## src/lid_pkg.sv

```systemverilog
// Constants and types for the legacy I/O and IRQ forwarding decode block
package lid_pkg;

    // APB geometry
    localparam int unsigned ADDR_W = 12;
    localparam int unsigned DATA_W = 32;
    localparam int unsigned REG_W  = 8;

    // Register indices, byte address is four times the index
    localparam logic [9:0] IDX_GATES_LOW  = 10'h1D4;
    localparam logic [9:0] IDX_GATES_HIGH = 10'h1D5;
    localparam logic [9:0] IDX_IRQ_GATES  = 10'h1DE;

    localparam logic [11:0] ADDR_GATES_LOW  = {IDX_GATES_LOW, 2'h0};
    localparam logic [11:0] ADDR_GATES_HIGH = {IDX_GATES_HIGH, 2'h0};
    localparam logic [11:0] ADDR_IRQ_GATES  = {IDX_IRQ_GATES, 2'h0};

    // Reset values
    localparam logic [7:0] RST_GATES_LOW  = 8'h01;
    localparam logic [7:0] RST_GATES_HIGH = 8'h00;
    localparam logic [7:0] RST_IRQ_GATES  = 8'h00;

    // Port blocks, entry i is gated by bit i of the combined gate vector
    localparam int unsigned NUM_BLOCKS = 12;
    localparam int unsigned NUM_IRQ    = 8;

    localparam logic [15:0] BLK_LO [NUM_BLOCKS] = '{
        16'h0080, 16'h0100, 16'h0200, 16'h02E8, 16'h02F0, 16'h02F8,
        16'h0300, 16'h0378, 16'h03E8, 16'h03F0, 16'h03F8, 16'h0400
    };
    localparam logic [15:0] BLK_HI [NUM_BLOCKS] = '{
        16'h0080, 16'h01CF, 16'h02E7, 16'h02EF, 16'h02F7, 16'h02FF,
        16'h0377, 16'h03E7, 16'h03EF, 16'h03F7, 16'h03FF, 16'h0AFF
    };

    // Legacy interrupt number carried by each pass bit
    localparam logic [3:0] IRQ_LINE [NUM_IRQ] = '{
        4'h3, 4'h4, 4'h5, 4'h6, 4'h7, 4'h9, 4'hA, 4'hB
    };

    // One I/O cycle offered for forwarding
    typedef struct packed {
        logic        valid;
        logic [15:0] port;
    } lid_io_cyc_t;

endpackage

```

## src/lid_bridge_decode.sv

```systemverilog
// Legacy I/O range gating and IRQ pass decode with APB register file
//
// Overview of operation
// - Forward I/O cycles either direction only when port falls in an enabled block.
// - Low register bit 0 gates port 0x080; it resets to enabled.
// - Low register bit 1 gates ports 0x100 to 0x1CF.
// - Low register bit 2 gates ports 0x200 to 0x2E7.
// - Low register bit 3 gates ports 0x2E8 to 0x2EF.
// - Low register bit 4 gates ports 0x2F0 to 0x2F7.
// - Low register bit 5 gates ports 0x2F8 to 0x2FF.
// - Low register bit 6 gates ports 0x300 to 0x377.
// - Low register bit 7 gates ports 0x378 to 0x3E7.
// - High register bit 0 gates ports 0x3E8 to 0x3EF.
// - High register bit 1 gates ports 0x3F0 to 0x3F7.
// - High register bit 2 gates ports 0x3F8 to 0x3FF.
// - High register bit 3 gates ports 0x400 to 0xAFF.
// - High register bits 7 to 4 never affect forwarding.
// - All gate registers read and write at runtime, effective next cycle.
// - Each legacy IRQ has a pass bit; only passed requests reach serial IRQ.
// - IRQ pass bits 7..0 carry lines 11, 10, 9, 7, 6, 5, 4, 3.
`timescale 1ns/10ps

module lid_bridge_decode
(
    // Clock and reset
    input  wire logic                        pclk,
    input  wire logic                        presetn,
    // APB slave
    input  wire logic                        psel,
    input  wire logic                        penable,
    input  wire logic                        pwrite,
    input  wire logic [lid_pkg::ADDR_W-1:0]  paddr,
    input  wire logic [lid_pkg::DATA_W-1:0]  pwdata,
    input  wire logic [3:0]                  pstrb,
    output logic      [lid_pkg::DATA_W-1:0]  prdata,
    output logic                             pready,
    output logic                             pslverr,
    // I/O cycles from the LPC side
    input  wire lid_pkg::lid_io_cyc_t        lpc_cyc,
    output logic                             to_pc104_claim,
    // I/O cycles from the expansion bus side
    input  wire lid_pkg::lid_io_cyc_t        pc104_cyc,
    output logic                             to_lpc_claim,
    // Legacy interrupt requests
    input  wire logic [lid_pkg::NUM_IRQ-1:0] pc104_irq,
    output logic      [lid_pkg::NUM_IRQ-1:0] serirq_req
);

    // Registers
    logic [7:0]                  io_range_gates_low_reg;
    logic [7:0]                  io_range_gates_high_reg;
    logic [7:0]                  legacy_irq_pass_gates_reg;
    logic                        pready_reg;
    logic                        pslverr_reg;
    logic [lid_pkg::DATA_W-1:0]  prdata_reg;
    logic                        to_pc104_claim_reg;
    logic                        to_lpc_claim_reg;
    logic [lid_pkg::NUM_IRQ-1:0] serirq_req_reg;

    // APB decode
    wire                         acc_first;
    wire                         acc_done;
    wire                         sel_low;
    wire                         sel_high;
    wire                         sel_irq;
    wire                         mapped;
    wire                         wr_lane0;
    wire                         wr_low;
    wire                         wr_high;
    wire                         wr_irq;
    wire [7:0]                   rd_byte;
    wire [lid_pkg::DATA_W-1:0]   prdata_next;

    // Block gates
    wire                         port80_gate;
    wire                         range_100_gate;
    wire                         range_200_gate;
    wire                         range_2e8_gate;
    wire                         range_2f0_gate;
    wire                         range_2f8_gate;
    wire                         range_300_gate;
    wire                         range_378_gate;
    wire                         range_3e8_gate;
    wire                         range_3f0_gate;
    wire                         range_3f8_gate;
    wire                         range_400_gate;
    wire [lid_pkg::NUM_BLOCKS-1:0] gate_vec;
    wire [lid_pkg::NUM_BLOCKS-1:0] lpc_in_blk;
    wire [lid_pkg::NUM_BLOCKS-1:0] pc104_in_blk;
    wire                         lpc_hit;
    wire                         pc104_hit;

    // IRQ pass bits
    wire                         line3_pass;
    wire                         line4_pass;
    wire                         line5_pass;
    wire                         line6_pass;
    wire                         line7_pass;
    wire                         line9_pass;
    wire                         line10_pass;
    wire                         line11_pass;
    wire [lid_pkg::NUM_IRQ-1:0]  pass_vec;
    wire [lid_pkg::NUM_IRQ-1:0]  serirq_req_next;

    // One wait state: first access cycle, then pready high
    assign acc_first = psel & penable & ~pready_reg;
    assign acc_done  = psel & penable & pready_reg;

    assign sel_low  = (paddr == lid_pkg::ADDR_GATES_LOW);
    assign sel_high = (paddr == lid_pkg::ADDR_GATES_HIGH);
    assign sel_irq  = (paddr == lid_pkg::ADDR_IRQ_GATES);
    assign mapped   = sel_low | sel_high | sel_irq;

    // Only byte lane 0 carries register data
    assign wr_lane0 = acc_done & pwrite & pstrb[0];
    assign wr_low   = wr_lane0 & sel_low;
    assign wr_high  = wr_lane0 & sel_high;
    assign wr_irq   = wr_lane0 & sel_irq;

    assign rd_byte = sel_low  ? io_range_gates_low_reg :
                     sel_high ? io_range_gates_high_reg :
                     sel_irq  ? legacy_irq_pass_gates_reg : 8'h00;
    assign prdata_next = (acc_first & ~pwrite) ? {24'h000000, rd_byte} : 32'h00000000;

    always_ff @(posedge pclk or negedge presetn)
    begin
        if (!presetn)
        begin
            pready_reg  <= 1'b0;
            pslverr_reg <= 1'b0;
            prdata_reg  <= 32'h00000000;
        end
        else
        begin
            pready_reg  <= acc_first;
            pslverr_reg <= acc_first & ~mapped;
            prdata_reg  <= prdata_next;
        end
    end

    // Answer shape: one cycle, error and data only with it
    a_ready_single : assert property (@(posedge pclk) disable iff (!presetn)
        pready |=> !pready)
        else $error("pready held longer than one cycle");

    a_err_with_ready : assert property (@(posedge pclk) disable iff (!presetn)
        pslverr |-> pready)
        else $error("pslverr raised without pready");

    a_idle_data : assert property (@(posedge pclk) disable iff (!presetn)
        !pready |-> prdata == 32'h00000000)
        else $error("read data driven outside an answer");

    a_upper_zero : assert property (@(posedge pclk) disable iff (!presetn)
        prdata[31:8] == 24'h000000)
        else $error("read data upper bits not zero");

    // Gate registers
    always_ff @(posedge pclk or negedge presetn)
    begin
        if (!presetn)
            io_range_gates_low_reg <= lid_pkg::RST_GATES_LOW;
        else if (wr_low)
            io_range_gates_low_reg <= pwdata[7:0];
    end

    always_ff @(posedge pclk or negedge presetn)
    begin
        if (!presetn)
            io_range_gates_high_reg <= lid_pkg::RST_GATES_HIGH;
        else if (wr_high)
            io_range_gates_high_reg <= pwdata[7:0];
    end

    always_ff @(posedge pclk or negedge presetn)
    begin
        if (!presetn)
            legacy_irq_pass_gates_reg <= lid_pkg::RST_IRQ_GATES;
        else if (wr_irq)
            legacy_irq_pass_gates_reg <= pwdata[7:0];
    end

    // Writes land only on a mapped address with lane 0 strobed
    a_low_write : assert property (@(posedge pclk) disable iff (!presetn)
        (psel && penable && pready && pwrite && pstrb[0] && paddr == lid_pkg::ADDR_GATES_LOW)
        |=> io_range_gates_low_reg == $past(pwdata[7:0]))
        else $error("low gate register write did not take effect");

    a_irq_write : assert property (@(posedge pclk) disable iff (!presetn)
        (psel && penable && pready && pwrite && pstrb[0] && paddr == lid_pkg::ADDR_IRQ_GATES)
        |=> legacy_irq_pass_gates_reg == $past(pwdata[7:0]))
        else $error("IRQ pass register write did not take effect");

    a_write_refused : assert property (@(posedge pclk) disable iff (!presetn)
        (psel && penable && pready && pwrite && (!pstrb[0] || !mapped))
        |=> $stable(io_range_gates_low_reg) && $stable(io_range_gates_high_reg)
            && $stable(legacy_irq_pass_gates_reg))
        else $error("refused write changed a gate register");

    // Per-block gates
    assign port80_gate    = io_range_gates_low_reg[0];
    assign range_100_gate = io_range_gates_low_reg[1];
    assign range_200_gate = io_range_gates_low_reg[2];
    assign range_2e8_gate = io_range_gates_low_reg[3];
    assign range_2f0_gate = io_range_gates_low_reg[4];
    assign range_2f8_gate = io_range_gates_low_reg[5];
    assign range_300_gate = io_range_gates_low_reg[6];
    assign range_378_gate = io_range_gates_low_reg[7];
    assign range_3e8_gate = io_range_gates_high_reg[0];
    assign range_3f0_gate = io_range_gates_high_reg[1];
    assign range_3f8_gate = io_range_gates_high_reg[2];
    assign range_400_gate = io_range_gates_high_reg[3];

    // Upper nibble of the high register stays out
    assign gate_vec = {range_400_gate, range_3f8_gate, range_3f0_gate, range_3e8_gate,
                       range_378_gate, range_300_gate, range_2f8_gate, range_2f0_gate,
                       range_2e8_gate, range_200_gate, range_100_gate, port80_gate};

    // Range compare per block, both directions
    genvar gi;
    generate
        for (gi = 0; gi < lid_pkg::NUM_BLOCKS; gi++)
        begin : g_blk
            assign lpc_in_blk[gi]   = (lpc_cyc.port >= lid_pkg::BLK_LO[gi]) &&
                                      (lpc_cyc.port <= lid_pkg::BLK_HI[gi]);
            assign pc104_in_blk[gi] = (pc104_cyc.port >= lid_pkg::BLK_LO[gi]) &&
                                      (pc104_cyc.port <= lid_pkg::BLK_HI[gi]);

            a_block_open : assert property (@(posedge pclk) disable iff (!presetn)
                (lpc_cyc.valid && lpc_cyc.port == lid_pkg::BLK_HI[gi] && gate_vec[gi])
                |=> to_pc104_claim)
                else $error("enabled block port not claimed toward expansion bus");

            a_block_shut : assert property (@(posedge pclk) disable iff (!presetn)
                (pc104_cyc.valid && pc104_cyc.port == lid_pkg::BLK_LO[gi] && !gate_vec[gi])
                |=> !to_lpc_claim)
                else $error("disabled block port claimed toward LPC side");

            a_lpc_shut : assert property (@(posedge pclk) disable iff (!presetn)
                (lpc_cyc.valid && lpc_cyc.port == lid_pkg::BLK_LO[gi] && !gate_vec[gi])
                |=> !to_pc104_claim)
                else $error("disabled block port claimed toward expansion bus");

            a_pc104_open : assert property (@(posedge pclk) disable iff (!presetn)
                (pc104_cyc.valid && pc104_cyc.port == lid_pkg::BLK_HI[gi] && gate_vec[gi])
                |=> to_lpc_claim)
                else $error("enabled block port not claimed toward LPC side");
        end
    endgenerate

    assign lpc_hit   = lpc_cyc.valid & (|(lpc_in_blk & gate_vec));
    assign pc104_hit = pc104_cyc.valid & (|(pc104_in_blk & gate_vec));

    always_ff @(posedge pclk or negedge presetn)
    begin
        if (!presetn)
        begin
            to_pc104_claim_reg <= 1'b0;
            to_lpc_claim_reg   <= 1'b0;
        end
        else
        begin
            to_pc104_claim_reg <= lpc_hit;
            to_lpc_claim_reg   <= pc104_hit;
        end
    end

    // IRQ pass bits, bit i carries line IRQ_LINE[i]
    assign line3_pass  = legacy_irq_pass_gates_reg[0];
    assign line4_pass  = legacy_irq_pass_gates_reg[1];
    assign line5_pass  = legacy_irq_pass_gates_reg[2];
    assign line6_pass  = legacy_irq_pass_gates_reg[3];
    assign line7_pass  = legacy_irq_pass_gates_reg[4];
    assign line9_pass  = legacy_irq_pass_gates_reg[5];
    assign line10_pass = legacy_irq_pass_gates_reg[6];
    assign line11_pass = legacy_irq_pass_gates_reg[7];

    assign pass_vec = {line11_pass, line10_pass, line9_pass, line7_pass,
                       line6_pass, line5_pass, line4_pass, line3_pass};
    assign serirq_req_next = pc104_irq & pass_vec;

    always_ff @(posedge pclk or negedge presetn)
    begin
        if (!presetn)
            serirq_req_reg <= '0;
        else
            serirq_req_reg <= serirq_req_next;
    end

    generate
        for (gi = 0; gi < lid_pkg::NUM_IRQ; gi++)
        begin : g_irq
            a_irq_pass : assert property (@(posedge pclk) disable iff (!presetn)
                (pc104_irq[gi] && legacy_irq_pass_gates_reg[gi]) |=> serirq_req[gi])
                else $error("passed legacy IRQ not forwarded");

            a_irq_block : assert property (@(posedge pclk) disable iff (!presetn)
                (!legacy_irq_pass_gates_reg[gi]) |=> !serirq_req[gi])
                else $error("blocked legacy IRQ forwarded");

            a_irq_quiet : assert property (@(posedge pclk) disable iff (!presetn)
                (!pc104_irq[gi]) |=> !serirq_req[gi])
                else $error("legacy IRQ forwarded with no request");
        end
    endgenerate

    // Outputs
    assign prdata         = prdata_reg;
    assign pready         = pready_reg;
    assign pslverr        = pslverr_reg;
    assign to_pc104_claim = to_pc104_claim_reg;
    assign to_lpc_claim   = to_lpc_claim_reg;
    assign serirq_req     = serirq_req_reg;

    // Checks
    a_port80_reset : assert property (@(posedge pclk) disable iff (!presetn)
        $rose(presetn) |-> io_range_gates_low_reg == lid_pkg::RST_GATES_LOW)
        else $error("port 0x080 gate not enabled out of reset");

    a_port80_open : assert property (@(posedge pclk) disable iff (!presetn)
        (lpc_cyc.valid && lpc_cyc.port == lid_pkg::BLK_LO[0] && io_range_gates_low_reg[0]) |=> to_pc104_claim)
        else $error("port 0x080 not forwarded while enabled");

    a_high_nibble : assert property (@(posedge pclk) disable iff (!presetn)
        (lpc_cyc.valid && io_range_gates_low_reg == 8'h00 && io_range_gates_high_reg[3:0] == 4'h0)
        |=> !to_pc104_claim)
        else $error("claim with every block gate clear");

    a_pc104_clear : assert property (@(posedge pclk) disable iff (!presetn)
        (pc104_cyc.valid && io_range_gates_low_reg == 8'h00 && io_range_gates_high_reg[3:0] == 4'h0)
        |=> !to_lpc_claim)
        else $error("expansion claim with every block gate clear");

    a_no_claim : assert property (@(posedge pclk) disable iff (!presetn)
        (!lpc_cyc.valid || lpc_cyc.port > lid_pkg::BLK_HI[lid_pkg::NUM_BLOCKS-1]) |=> !to_pc104_claim)
        else $error("cycle outside all blocks claimed");

    a_pc104_outside : assert property (@(posedge pclk) disable iff (!presetn)
        (!pc104_cyc.valid || pc104_cyc.port > lid_pkg::BLK_HI[lid_pkg::NUM_BLOCKS-1]) |=> !to_lpc_claim)
        else $error("expansion cycle outside all blocks claimed");

    a_write_effect : assert property (@(posedge pclk) disable iff (!presetn)
        (psel && penable && pready && pwrite && pstrb[0] && paddr == lid_pkg::ADDR_GATES_HIGH)
        |=> io_range_gates_high_reg == $past(pwdata[7:0]))
        else $error("gate register write did not take effect");

    a_read_back : assert property (@(posedge pclk) disable iff (!presetn)
        (psel && penable && !pready && !pwrite && paddr == lid_pkg::ADDR_IRQ_GATES)
        |=> pready && prdata == {24'h000000, legacy_irq_pass_gates_reg})
        else $error("IRQ pass register read back wrong");

    a_low_read : assert property (@(posedge pclk) disable iff (!presetn)
        (psel && penable && !pready && !pwrite && paddr == lid_pkg::ADDR_GATES_LOW)
        |=> pready && prdata == {24'h000000, io_range_gates_low_reg})
        else $error("low gate register read back wrong");

    a_high_read : assert property (@(posedge pclk) disable iff (!presetn)
        (psel && penable && !pready && !pwrite && paddr == lid_pkg::ADDR_GATES_HIGH)
        |=> pready && prdata == {24'h000000, io_range_gates_high_reg})
        else $error("high gate register read back wrong");

    a_pready_wait : assert property (@(posedge pclk) disable iff (!presetn)
        (psel && penable && !pready) |=> pready ##1 !pready)
        else $error("APB access not answered after one wait state");

    a_unmapped_err : assert property (@(posedge pclk) disable iff (!presetn)
        (psel && penable && !pready && !(sel_low || sel_high || sel_irq)) |=> pslverr && prdata == 32'h00000000)
        else $error("unmapped access not flagged");

    a_mapped_clean : assert property (@(posedge pclk) disable iff (!presetn)
        (psel && penable && !pready && mapped) |=> !pslverr)
        else $error("mapped access flagged as error");

endmodule

```

## config.mk

```make
export PLATFORM = sky130hd
export DESIGN_NAME = lid_bridge_decode
export DESIGN_NICKNAME = d
export VERILOG_FILES = /design/src/lid_pkg.sv /design/src/lid_bridge_decode.sv
export SDC_FILE = /design/constraint.sdc
export NUM_CORES = 1
export LEC_CHECK = 0
export ABC_AREA = 1
export BUFFER_PORTS_ARGS = -buffer_cell sky130_fd_sc_hd__buf_2
export CAP_MARGIN = 20
export CELL_PAD_IN_SITES_DETAIL_PLACEMENT = 1
export CELL_PAD_IN_SITES_GLOBAL_PLACEMENT = 2
export CORE_MARGIN = 4
export CORE_UTILIZATION = 25
export CTS_CLUSTER_SIZE = 16
export DETAILED_ROUTE_END_ITERATION = 16
export GPL_ROUTABILITY_DRIVEN = 0
export PLACE_DENSITY = 0.9
export SYNTH_ARGS = -nofsm -noshare
export SYNTH_HDL_FRONTEND = slang
export SYNTH_SLANG_ARGS = --single-unit
```

## constraint.sdc

```tcl
create_clock -name pclk -period 3.8 [get_ports pclk]
set_input_delay 0 -clock pclk [delete_from_list [all_inputs] [get_ports pclk]]
set_output_delay 0 -clock pclk [all_outputs]
set_load 0.02 [all_outputs]
```

==> results.cfg <==
[floorplan]
core_area_um2 = 11000
dieHeight_um = 115
num_rows = 38
die_width_um = 115
start_util = 0.259
dieArea_um2 = 13200
pin_count = 139

[cells_and_area]
finalInstanceArea_um2 = 3660
final_nets = 611
area_growth_pct = 28.6
fill_cells = 1441
antenna_cells = 0
layout-drive-gt1-share = 0.228

[timing]
hold_viol = 0
rsz0062_at_grt = no
period_minus_slack_ns = 1.89
finClkSkew_ns = 0.00256
slew_headroom = 0.468
fmax_ghz = 0.529
finalSetupViolations = 0
drv_slew = 0
worst_slew_pin_slew_ns = 0.793
fin_crit_sh = 0.498
fin_tns_setup_ns = 0

[place]
port_buffers = 87
hpwl_mm = 6.99
dpl_cell_area_um2 = 3330

[global_routing]
grt_antenna_before_repair = 0
grt_max_degree = 45
grt_pass1_vias = 3116
grt_usage = 0.138
grt_pass1_wl_mm = 14.7
grt_overflow = 0

[power]
pwr-share-comb = 0.127
power_density_nw_per_um2 = 298
ir_worst_vdd_mv = 0.199
pwr-share-seq = 0.432
p_clk_frac = 0.441
p_sw_uw = 261
p_int_uw = 829
swShare = 0.239
p_total_mw = 1.09
p_leak_nw = 2.04

[drt]
ant_nets = 0
firstDrtPassIters = 4
detail_route.vias_per_cell = 4.46
wl_per_cell_um = 13.4
first_iter_violations = 124
wl_mm = 8.80
drc = 0
num_vias = 2928

[synth]
netlist_top_cells_area = dfrtp_1, nand2_1, inv_1
synth_ff_type = dfrtp_1
synth_cells = 411
ys_seq_area_frac = 0.387
netlist_area_um2 = 2850
yosysTopAreaCellShare = 0.378
synth.largest_area_cell = dfrtp_1
syn_area_per_cell_um2 = 6.92
synth.yosys.warnings = 0
async_reset_ff_frac = 1.00
synth-seq-cells = 44
yosysUniqueCellTypes = 29
synth_edf_count = 0

[worst_setup_path]
required_ns = 4.02
worst-setup-path-type = in2reg
slowest_stage = dlygate4sd3_1
max_stage_delay_ns = 0.55
start_kind = primary input
path_cells = dlygate4sd3_1, buf_2, nand2_1, dlygate4sd3_1, nor2_1, inv_1, nor2_1, nand2_1, inv_1
worstSetupEndpointType = register
cp_max_fo = 8
arrival_ns = 2.11

[clocking]
hold_buffers = 14
clock_path_buffers = 2
ctsRootBufferMaster = clkbuf_16
cts_resized = 0
cts_sinks = 44
cts_max_level = 2
cts_tree = yes
post_cts_buffers = 0
path_clk_slew_ns = 0.06
cts_buffers = 5
clk_latency_ns = 0.28

[job]
cap_viol_max_count = 0

[worst_hold_path]
hold_path.class = in2reg

[run_status]
status = completed
logic make-up (layout without fill, tap and decap cells):
| logic type | count (synthesis) | after routing | synth area share |
|---|---|---|---|
| simple gates | 248 | 248 | 0.392 |
| compound gates | 31 | 31 | 0.0668 |
| flops | 44 | 44 | 0.387 |
| other cells | 1 | 24 | 0.00132 |
| buf+inv | 87 | 170 | 0.152 |
power groups by stage:
stage	registers [mW]	logic [mW]	clock network, mW
after detailed placement	0.479	0.126	0
after floorplan	0.481	0.0778	0
final	0.470	0.138	0.481
after CTS	0.470	0.137	0.500
after global placement	0.479	0.123	0
after global routing	0.470	0.157	0.518
through the flow:
stage	cells	setup WS, ns	hold WS [ns]	utilization
detailed placement	634	1.95	0.193	0.304
CTS	656	1.86	0.0151	0.331
global placement	634	2.03	0.186	0.304
global route	657	1.68	0.0188	0.333
finish	657	1.91	0.0133	0.333
floorplan	434	2.38	-0.296	-
layer usage:
metal | up-vias | GRT usage | part of all wire
met1 | 1384 | 0.172 | 0.42
met2 | 75 | 0.246 | 0.51
li1 | 1454 | - | -
met5 | - | 0 | 0
met4 | 0 | 0.0451 | 0.020
met3 | 15 | 0.0143 | 0.043
cells in the final DEF, fill, tap and decap left out, types with 2 or more instances in the layout:
cell type      Yosys  final
nor2_1            59     59
nor4_4             2      2
nand2_2            4      4
nand3b_1           2      2
o21ai_2            8      8
nand2_4            2      2
nand2_1          115    115
buf_2              1     87
clkbuf_16          0      5
nand3_1           38     38
dfrtp_1           43     43
nor3_1             7      7
a21oi_1            2      2
nor3b_1            2      2
dlygate4sd3_1      0     14
o211ai_1           2      2
o21ai_1           10     10
inv_1             59     59
conb_1             1     24
or2_2              2      2
nand4_1           10     10
o21ai_0            9      9
synth_stat cells, types with 2 or more instances:
cell	instances
nand2_1	115
inv_1	59
nor2_1	59
dfrtp_1	43
nand3_1	38
buf_4	24
nand4_1	10
o21ai_1	10
o21ai_0	9
o21ai_2	8
nor3_1	7
nand2_2	4
a21oi_1	2
buf_6	2
nand2_4	2
nand3b_1	2
nor3b_1	2
nor4_4	2
o211ai_1	2
or2_2	2
area by class of cell:
type / instances / area [µm²] / area share
Clock inverter: 2 / 35.0 / 0.00958
Multi-Input combinational cell: 303 / 1400 / 0.382
Clock buffer: 6 / 129 / 0.0352
Timing Repair Buffer: 102 / 596 / 0.163
Sequential cell: 44 / 1100 / 0.301
Tap cell: 140 / 175 / 0.0479
Inverter: 60 / 225 / 0.0616
worst paths after layout:
kind	startpoint	endpoint	slack (ns)	cells past startpoint
min in group asynchronous	presetn	serirq_req[5]	0.09	2
hold reg to reg	pready	pready	0.46	1
setup / recovery	penable	prdata[3]	1.91	9
setup reg to reg	pready	io_range_gates_low_reg[0]	2.32	4
max in group asynchronous	presetn	io_range_gates_low_reg[0]	3.19	3
hold / removal	pwdata[5]	legacy_irq_pass_gates_reg[5]	0.01	3
worst max-delay path: cells and delay by family:
family,cells,cell delay (ns)
AND/OR/NAND/NOR,4,0.81
buffers and inverters,5,1.29
Note: power is estimated with default switching activity, not from simulation.
